File: src/hdl/wdt_pkg.sv
// Constants, types and register map of the watchdog and reset generator
package wdt_pkg;

    // Clock and time base
    localparam int unsigned CLK_MHZ      = 200;
    localparam int unsigned MC_CLKS      = 12;
    localparam int unsigned EXT_MIN_MC   = 2;
    localparam int unsigned EXT_MIN_CYC  = EXT_MIN_MC * MC_CLKS;
    localparam int unsigned LVD_HOLD_US  = 2000;
    localparam int unsigned LVD_HOLD_CYC = LVD_HOLD_US * CLK_MHZ;

    // Watchdog
    localparam int unsigned WDT_BITS      = 19;
    localparam int unsigned WDT_OVF_COUNT = 524288;
    localparam int unsigned WDT_PULSE_MC  = 2049;
    localparam logic [7:0]  SVC_FIRST     = 8'h1E;
    localparam logic [7:0]  SVC_SECOND    = 8'hE1;
    localparam logic [7:0]  KEY_DISABLE   = 8'h55;
    localparam logic [7:0]  KEY_RST       = 8'h00;

    // Register indices and byte addresses
    localparam logic [7:0] CLEAR_IDX   = 8'hA6;
    localparam logic [7:0] KEY_IDX     = 8'hAE;
    localparam logic [7:0] STATUS_IDX  = 8'hB0;
    localparam logic [9:0] CLEAR_ADDR  = {CLEAR_IDX, 2'b00};
    localparam logic [9:0] KEY_ADDR    = {KEY_IDX, 2'b00};
    localparam logic [9:0] STATUS_ADDR = {STATUS_IDX, 2'b00};

    // Status fields
    localparam int unsigned ST_EN    = 0;
    localparam int unsigned ST_ARMED = 1;
    localparam int unsigned ST_CAUSE = 2;

    // Service sequence tracker
    typedef enum logic {
        SVC_IDLE  = 1'b0,
        SVC_ARMED = 1'b1
    } svc_state_t;

endpackage

File: src/hdl/wdt_reset_gen.sv
// Watchdog and reset generator with AHB-Lite register slave
`timescale 1ns/100ps
`default_nettype none
module wdt_reset_gen #(
    parameter int unsigned LVD_HOLD  = wdt_pkg::LVD_HOLD_CYC,
    parameter int unsigned WDT_COUNT = wdt_pkg::WDT_OVF_COUNT,
    parameter int unsigned PULSE_MC  = wdt_pkg::WDT_PULSE_MC
) (
    // Clock and reset
    input  wire logic        mclk_i,
    input  wire logic        nrst_i,
    // Reset sources
    input  wire logic        ext_rst_n_i,
    input  wire logic        low_supply_i,
    // Internal reset out
    output var  logic        sys_rst_n_o,
    // AHB-Lite slave
    input  wire logic        hsel_i,
    input  wire logic [31:0] haddr_i,
    input  wire logic [1:0]  htrans_i,
    input  wire logic        hwrite_i,
    input  wire logic [2:0]  hsize_i,
    input  wire logic        hready_i,
    input  wire logic [31:0] hwdata_i,
    output var  logic [31:0] hrdata_o,
    output var  logic        hreadyout_o,
    output var  logic        hresp_o
);

    localparam int unsigned LVD_W   = $clog2(LVD_HOLD + 1);
    localparam int unsigned PULSE_W = $clog2(PULSE_MC + 1);
    localparam int unsigned EXT_W   = $clog2(wdt_pkg::EXT_MIN_CYC + 1);
    localparam int unsigned WB      = wdt_pkg::WDT_BITS;

    localparam logic [EXT_W-1:0]   EXT_HIT    = EXT_W'(wdt_pkg::EXT_MIN_CYC - 1);
    localparam logic [LVD_W-1:0]   LVD_LOAD   = LVD_W'(LVD_HOLD);
    localparam logic [PULSE_W-1:0] PULSE_LAST = PULSE_W'(PULSE_MC - 1);
    localparam logic [WB-1:0]      WDT_TOP    = WB'(WDT_COUNT - 1);

    // Reset release
    logic rst_meta_q;
    logic rst_n_q;

    always_ff @(posedge mclk_i or negedge nrst_i)
    begin
        if (!nrst_i)
        begin
            rst_meta_q <= 1'b0;
            rst_n_q    <= 1'b0;
        end
        else
        begin
            rst_meta_q <= 1'b1;
            rst_n_q    <= rst_meta_q;
        end
    end

    // Pin synchronisers
    logic ext_n_s;
    logic lvd_s;

    sync2 #(.RESET_VAL(1'b1)) u_sync_ext (
        .mclk_i  (mclk_i),
        .rst_n_i (rst_n_q),
        .async_i (ext_rst_n_i),
        .sync_o  (ext_n_s)
    );

    sync2 #(.RESET_VAL(1'b0)) u_sync_lvd (
        .mclk_i  (mclk_i),
        .rst_n_i (rst_n_q),
        .async_i (low_supply_i),
        .sync_o  (lvd_s)
    );

    // Machine cycle time base, free running through idle
    logic tick;

    mc_tick_gen #(.DIV(wdt_pkg::MC_CLKS)) u_tick (
        .mclk_i  (mclk_i),
        .rst_n_i (rst_n_q),
        .tick_o  (tick)
    );

    // Bus address phase
    logic       wr_pend_q;
    logic [9:0] addr_q;
    logic [31:0] rdata_q;

    wire        acc      = hsel_i & htrans_i[1] & hready_i;
    wire        hi_zero  = (haddr_i[31:10] == 22'h00_0000);
    wire        rd_key   = hi_zero & (haddr_i[9:0] == wdt_pkg::KEY_ADDR);
    wire        rd_stat  = hi_zero & (haddr_i[9:0] == wdt_pkg::STATUS_ADDR);
    wire        wr_clear = wr_pend_q & (addr_q == wdt_pkg::CLEAR_ADDR);
    wire        wr_key   = wr_pend_q & (addr_q == wdt_pkg::KEY_ADDR);
    wire        wr_stat  = wr_pend_q & (addr_q == wdt_pkg::STATUS_ADDR);
    wire [7:0]  wbyte    = hwdata_i[7:0];

    // Block state
    logic                    sys_rst_q;
    logic [7:0]              key_q;
    logic [WB-1:0]           cnt_q;
    wdt_pkg::svc_state_t     svc_q;
    logic [EXT_W-1:0]        ext_cnt_q;
    logic [LVD_W-1:0]        lvd_cnt_q;
    logic                    pulse_q;
    logic [PULSE_W-1:0]      pcnt_q;
    logic [2:0]              cause_q;

    // Enable and service decode
    wire wdt_en   = (key_q != wdt_pkg::KEY_DISABLE);
    wire svc_done = wr_clear & (svc_q == wdt_pkg::SVC_ARMED)
                  & (wbyte == wdt_pkg::SVC_SECOND);
    wire wdt_clr  = sys_rst_q | svc_done;
    wire wdt_step = tick & wdt_en;
    wire wdt_ovf  = wdt_step & (cnt_q == WDT_TOP) & ~wdt_clr;

    // Reset source decode
    wire ext_act  = ~ext_n_s & (ext_cnt_q == EXT_HIT);
    wire lvd_act  = lvd_s | (lvd_cnt_q != '0);
    wire pulse_end = pulse_q & tick & (pcnt_q == PULSE_LAST);
    wire any_rst  = ext_act | lvd_act | pulse_q;
    localparam int unsigned ST_HI = wdt_pkg::ST_CAUSE + 2;

    wire [2:0] cause_set = {lvd_act, ext_act, pulse_q};
    wire [2:0] cause_clr = wr_stat ? hwdata_i[ST_HI:wdt_pkg::ST_CAUSE] : 3'b000;

    wire [31:0] status = {27'h000_0000, cause_q, svc_q == wdt_pkg::SVC_ARMED, wdt_en};
    wire [31:0] rd_mux = rd_key  ? {24'h00_0000, key_q} :
                         rd_stat ? status : 32'h0000_0000;

    // Service tracker next state
    wdt_pkg::svc_state_t svc_d;

    always_comb
    begin
        svc_d = svc_q;
        if (sys_rst_q)
            svc_d = wdt_pkg::SVC_IDLE;
        else if (wr_clear)
        begin
            unique case (svc_q)
                wdt_pkg::SVC_IDLE:
                    svc_d = (wbyte == wdt_pkg::SVC_FIRST) ? wdt_pkg::SVC_ARMED
                                                          : wdt_pkg::SVC_IDLE;
                wdt_pkg::SVC_ARMED:
                    svc_d = (wbyte == wdt_pkg::SVC_FIRST) ? wdt_pkg::SVC_ARMED
                                                          : wdt_pkg::SVC_IDLE;
            endcase
        end
    end

    // Bus slave registers
    always_ff @(posedge mclk_i or negedge rst_n_q)
    begin
        if (!rst_n_q)
        begin
            wr_pend_q <= 1'b0;
            addr_q    <= 10'h000;
            rdata_q   <= 32'h0000_0000;
        end
        else
        begin
            wr_pend_q <= acc & hwrite_i;
            addr_q    <= hi_zero ? haddr_i[9:0] : 10'h3FF;
            rdata_q   <= (acc & ~hwrite_i) ? rd_mux : 32'h0000_0000;
        end
    end

    // Watchdog state, cleared by the internal reset
    always_ff @(posedge mclk_i or negedge rst_n_q)
    begin
        if (!rst_n_q)
        begin
            key_q <= wdt_pkg::KEY_RST;
            cnt_q <= '0;
            svc_q <= wdt_pkg::SVC_IDLE;
        end
        else
        begin
            if (sys_rst_q)
                key_q <= wdt_pkg::KEY_RST;
            else if (wr_key)
                key_q <= wbyte;
            if (wdt_clr)
                cnt_q <= '0;
            else if (wdt_step)
                cnt_q <= cnt_q + 1'b1;
            svc_q <= svc_d;
        end
    end

    // Reset generation, kept out of the internal reset
    always_ff @(posedge mclk_i or negedge rst_n_q)
    begin
        if (!rst_n_q)
        begin
            ext_cnt_q <= '0;
            lvd_cnt_q <= '0;
            pulse_q   <= 1'b0;
            pcnt_q    <= '0;
            sys_rst_q <= 1'b1;
            cause_q   <= 3'b000;
        end
        else
        begin
            if (ext_n_s)
                ext_cnt_q <= '0;
            else if (ext_cnt_q != EXT_HIT)
                ext_cnt_q <= ext_cnt_q + 1'b1;
            if (lvd_s)
                lvd_cnt_q <= LVD_LOAD;
            else if (lvd_cnt_q != '0)
                lvd_cnt_q <= lvd_cnt_q - 1'b1;
            if (wdt_ovf)
            begin
                pulse_q <= 1'b1;
                pcnt_q  <= '0;
            end
            else if (pulse_end)
                pulse_q <= 1'b0;
            else if (pulse_q & tick)
                pcnt_q  <= pcnt_q + 1'b1;
            sys_rst_q <= any_rst;
            cause_q   <= (cause_q & ~cause_clr) | cause_set;
        end
    end

    assign sys_rst_n_o = ~sys_rst_q;
    assign hrdata_o    = rdata_q;
    assign hreadyout_o = 1'b1;
    assign hresp_o     = 1'b0;
endmodule // wdt_reset_gen
`default_nettype wire

File: src/hdl/sync2.sv
// Two-flop synchroniser for one asynchronous level
`timescale 1ns/100ps
`default_nettype none
module sync2 #(
    parameter logic RESET_VAL = 1'b0
) (
    // Clock and reset
    input  wire logic mclk_i,
    input  wire logic rst_n_i,
    // Level
    input  wire logic async_i,
    output var  logic sync_o
);

    logic meta_q;

    always_ff @(posedge mclk_i or negedge rst_n_i)
    begin
        if (!rst_n_i)
        begin
            meta_q <= RESET_VAL;
            sync_o <= RESET_VAL;
        end
        else
        begin
            meta_q <= async_i;
            sync_o <= meta_q;
        end
    end

endmodule // sync2
`default_nettype wire

File: src/hdl/mc_tick_gen.sv
// Machine cycle tick from the system clock
`timescale 1ns/100ps
`default_nettype none
module mc_tick_gen #(
    parameter int unsigned DIV = wdt_pkg::MC_CLKS
) (
    // Clock and reset
    input  wire logic mclk_i,
    input  wire logic rst_n_i,
    // One-cycle tick every DIV clocks
    output var  logic tick_o
);

    localparam int unsigned W = $clog2(DIV);
    localparam logic [W-1:0] LAST = W'(DIV - 1);
    localparam logic [W:0]   GAP_LAST = (W+1)'(DIV - 1);

    logic [W-1:0] div_q;
    wire          wrap = (div_q == LAST);

    always_ff @(posedge mclk_i or negedge rst_n_i)
    begin
        if (!rst_n_i)
        begin
            div_q  <= '0;
            tick_o <= 1'b0;
        end
        else
        begin
            div_q  <= wrap ? '0 : div_q + 1'b1;
            tick_o <= wrap;
        end
    end

    // Clocks since the last tick, saturating, for the period check
    logic [W:0] gap_q;
    logic       seen_q;

    always_ff @(posedge mclk_i or negedge rst_n_i)
    begin
        if (!rst_n_i)
        begin
            gap_q  <= '0;
            seen_q <= 1'b0;
        end
        else
        begin
            gap_q  <= tick_o ? '0 : ((gap_q == '1) ? gap_q : gap_q + 1'b1);
            seen_q <= seen_q | tick_o;
        end
    end
endmodule // mc_tick_gen
`default_nettype wire

File: config.mk
export PLATFORM = sky130hd
export DESIGN_NAME = wdt_reset_gen
export DESIGN_NICKNAME = d
export VERILOG_FILES = /design/src/hdl/wdt_pkg.sv /design/src/hdl/wdt_reset_gen.sv /design/src/hdl/sync2.sv /design/src/hdl/mc_tick_gen.sv
export SDC_FILE = /design/constraint.sdc
export NUM_CORES = 1
export LEC_CHECK = 0
export BUFFER_PORTS_ARGS = -buffer_cell sky130_fd_sc_hd__buf_2
export CORE_MARGIN = 1.5
export CORE_UTILIZATION = 50
export DETAILED_ROUTE_END_ITERATION = 10
export PLACE_DENSITY = 0.75
export SYNTH_ARGS = -nofsm -noshare
export SYNTH_HDL_FRONTEND = slang
export SYNTH_HIERARCHICAL = 1
export SYNTH_SLANG_ARGS = --single-unit
File: constraint.sdc
create_clock -name mclk_i -period 6.6 [get_ports mclk_i]
set_clock_uncertainty 0.05 [all_clocks]
set_input_delay 1.65 -clock mclk_i [delete_from_list [all_inputs] [get_ports mclk_i]]
set_output_delay 1.65 -clock mclk_i [all_outputs]
set_load 0.01 [all_outputs]
==> flow_metrics.tcl <==
set metrics [dict create \
    insertion_delay_ns 0.35 \
    antenna_left 0 \
    arrival_ns 3.53 \
    cts_inserted_buffers 9 \
    synth-main-ff-cell "dfrtp_1" \
    core_area_mm2 0.00977 \
    worst_pin_slew_ns 1.03 \
    rsz0062_at_grt "no" \
    die_h_um 103 \
    post_cts_buffers 0 \
    crit_type "in2reg" \
    avgSynthCellArea_um2 10.2 \
    worstReg2RegEnd "lvd_cnt_q[16]" \
    path_max_fanout 10 \
    start_kind "input port" \
    setup_tns_ns 0 \
    synth_edf_count 0 \
    viasPerCell 5.61 \
    synthTopCellsByArea "dfrtp_1, buf_4, a21oi_1" \
    remaining_drc_errors 0 \
    r2r_slack_ns 3.87 \
    synth_top_area_share_pct 47.9 \
    num_rows 36 \
    period_needed_ns 3.30 \
    cp-end-kind "flip-flop" \
    tritoncts "built" \
    status "completed" \
    mostFrequentLayoutCells "dfrtp_1, buf_2, nor2_1" \
    synthCells 492 \
    grt_max_degree 73 \
    dieArea_mm2 0.0106 \
    wl_per_cell_um 14.2 \
    ctsResizeCount 0 \
    num-fill-cells 891 \
    post_cts_hold_buffer_count 0 \
    worstPathRequired_ns 6.83 \
    layout_commonest_cell "dfrtp_1" \
    gp_congestion 0.789 \
    max_stage_delay_ns 0.90 \
    n_antenna_cell 0 \
    r2r_cells 6 \
    gr-usage-all-layers_pct 19.4 \
    hold_viol_final 0 \
    syn2layout_area_growth_pct 9.50 \
    h-tree-depth 3 \
    fmax_mhz 303 \
    antenna_found_initial 0 \
    post_synth_num_cell_types 59 \
    drt-initial-drc-count 191 \
    overflow 0 \
    yosysWarningCount 6 \
    synth_seq_cells 99 \
    powerDensity_mw_per_mm2 200 \
    numClockSinks 99 \
    dr.pass1.iters 4 \
    power_mw 1.10 \
    nets 620 \
    layout-drive-gt1-share_pct 18.4 \
    totalWireLength_um 9570 \
    clock_path_buffers 2 \
    setup_viol 0 \
    hp-class "reg2async" \
    die_w_um 103 \
    boundaryPins 111 \
    timing.rr.start "lvd_cnt_q[0]" \
    relSlewSlack_pct 31.0 \
    p_leak_nw 2.32 \
    initial_core_util_pct 51.3 \
    ys_seq_area_share_pct 49.4 \
    synth_area_mm2 0.00502 \
    vdd_drop_max_mv 0.149 \
    cp_slowest_cell "nor3_1" \
    crit_chain "buf_2 > nor4_1 > nand3_1 > nor3_1 > a32o_1" \
    post-route-period-util_pct 50.0 \
    synthArstFlopShare_pct 100 \
    dp_hpwl_um 6930 \
    drv_cap 0 \
    yosys.area.top_type "dfrtp_1" \
    grt_pass1_wl_um 16400 \
    maxSlewViolCount 0 \
    grt_pass1_vias 3602 \
    portBuffers 56 \
    vias 3790 \
    clk_pin_slew_ns 0.09 \
    cts_root_buffer "clkbuf_8" \
]
-- cells by family after synthesis --
kind of cell / synth area share, %
adders and majority gates: 1.50
AOI/OAI and AO/OA: 11.1
other: 0.150
xor gates and xnor gates: 2.97
DFF: 49.4
buffers and inverters: 7.01
and+or+nand+nor: 23.3
muxes: 4.56
-- report_power, final --
| part | leakage (nW) | switching, mW | total [mW] | internal (mW) |
|---|---|---|---|---|
| registers | 1.20 | 0.0169 | 0.636 | 0.619 |
| clock network | 0.103 | 0.200 | 0.385 | 0.185 |
| logic | 1.01 | 0.0441 | 0.0775 | 0.0334 |
| total | 2.32 | 0.261 | 1.10 | 0.837 |
-- sequential cells by signal, indices dropped and copies added (netlist names), 4 cells and up --
signal	flops
key_q	8
u_tick/div_q	4
addr_q	10
ext_cnt_q	5
hrdata_o	8
lvd_cnt_q	19
pcnt_q	12
cnt_q	19
-- final cells by class --
class                   count  area [µm²]  area share (%)
flip-flops and latches     99        2480            45.2
inverters                  14        52.6           0.956
clock buffers              11         141            2.57
multi-input cells         354        2290            41.6
clock inverters             5        53.8           0.979
well taps                 133         166            3.03
repair buffers             60         310            5.65
-- synthesized netlist by cell type, types with 10 or more instances --
cell / n
mux2i_1: 15
dfrtp_1: 96
buf_4: 28
a21oi_1: 33
nand3_1: 21
or4_1: 14
nor2_1: 36
o31ai_1: 11
nor3_1: 10
nand2_1: 16
or3_1: 19
nor2b_1: 12
clkbuf_1: 17
inv_1: 14
xor2_1: 14
nor4_1: 12
-- worst max-delay path, delay by kind of cell --
kind            cells  cell delay (ns)
simple gates        3             1.47
buf+inv             1             0.09
compound gates      1             0.33
-- metal layers --
layer | share of wire, % | track usage (%) | routed length [µm]
met1 | 45 | 26.0 | 4340
met2 | 49 | 33.0 | 4730
met3 | 4.4 | 3.49 | 422
met4 | 0.82 | 4.78 | 78
met5 | 0 | 0 | 0
-- worst max-delay path by stage --
stage / from / endpoint / slack (ns) / depth (start not counted)
floorplan: haddr_i[8] / hrdata_o[0] / 3.41 / 3
CTS: haddr_i[14] / hrdata_o[7] / 3.28 / 5
global placement: haddr_i[26] / hrdata_o[7] / 2.98 / 5
detailed placement: haddr_i[14] / hrdata_o[1] / 2.91 / 5
global route: haddr_i[14] / hrdata_o[7] / 3.12 / 5
finish: haddr_i[14] / hrdata_o[1] / 3.30 / 5
-- through the flow --
stage | area [µm²] | worst slack (ns) | instances | utilization (%) | hold WS [ns]
floorplan | 5110 | 3.41 | 517 | - | 0.281
global placement | 5300 | 2.98 | 660 | 54.2 | 0.179
detailed placement | 5300 | 2.91 | 660 | 54.2 | 0.183
CTS | 5500 | 3.28 | 676 | 56.2 | 0.193
global route | 5500 | 3.12 | 676 | 56.2 | 0.223
finish | 5500 | 3.30 | 676 | 56.2 | 0.182
Note: power is estimated with default switching activity, not from simulation.
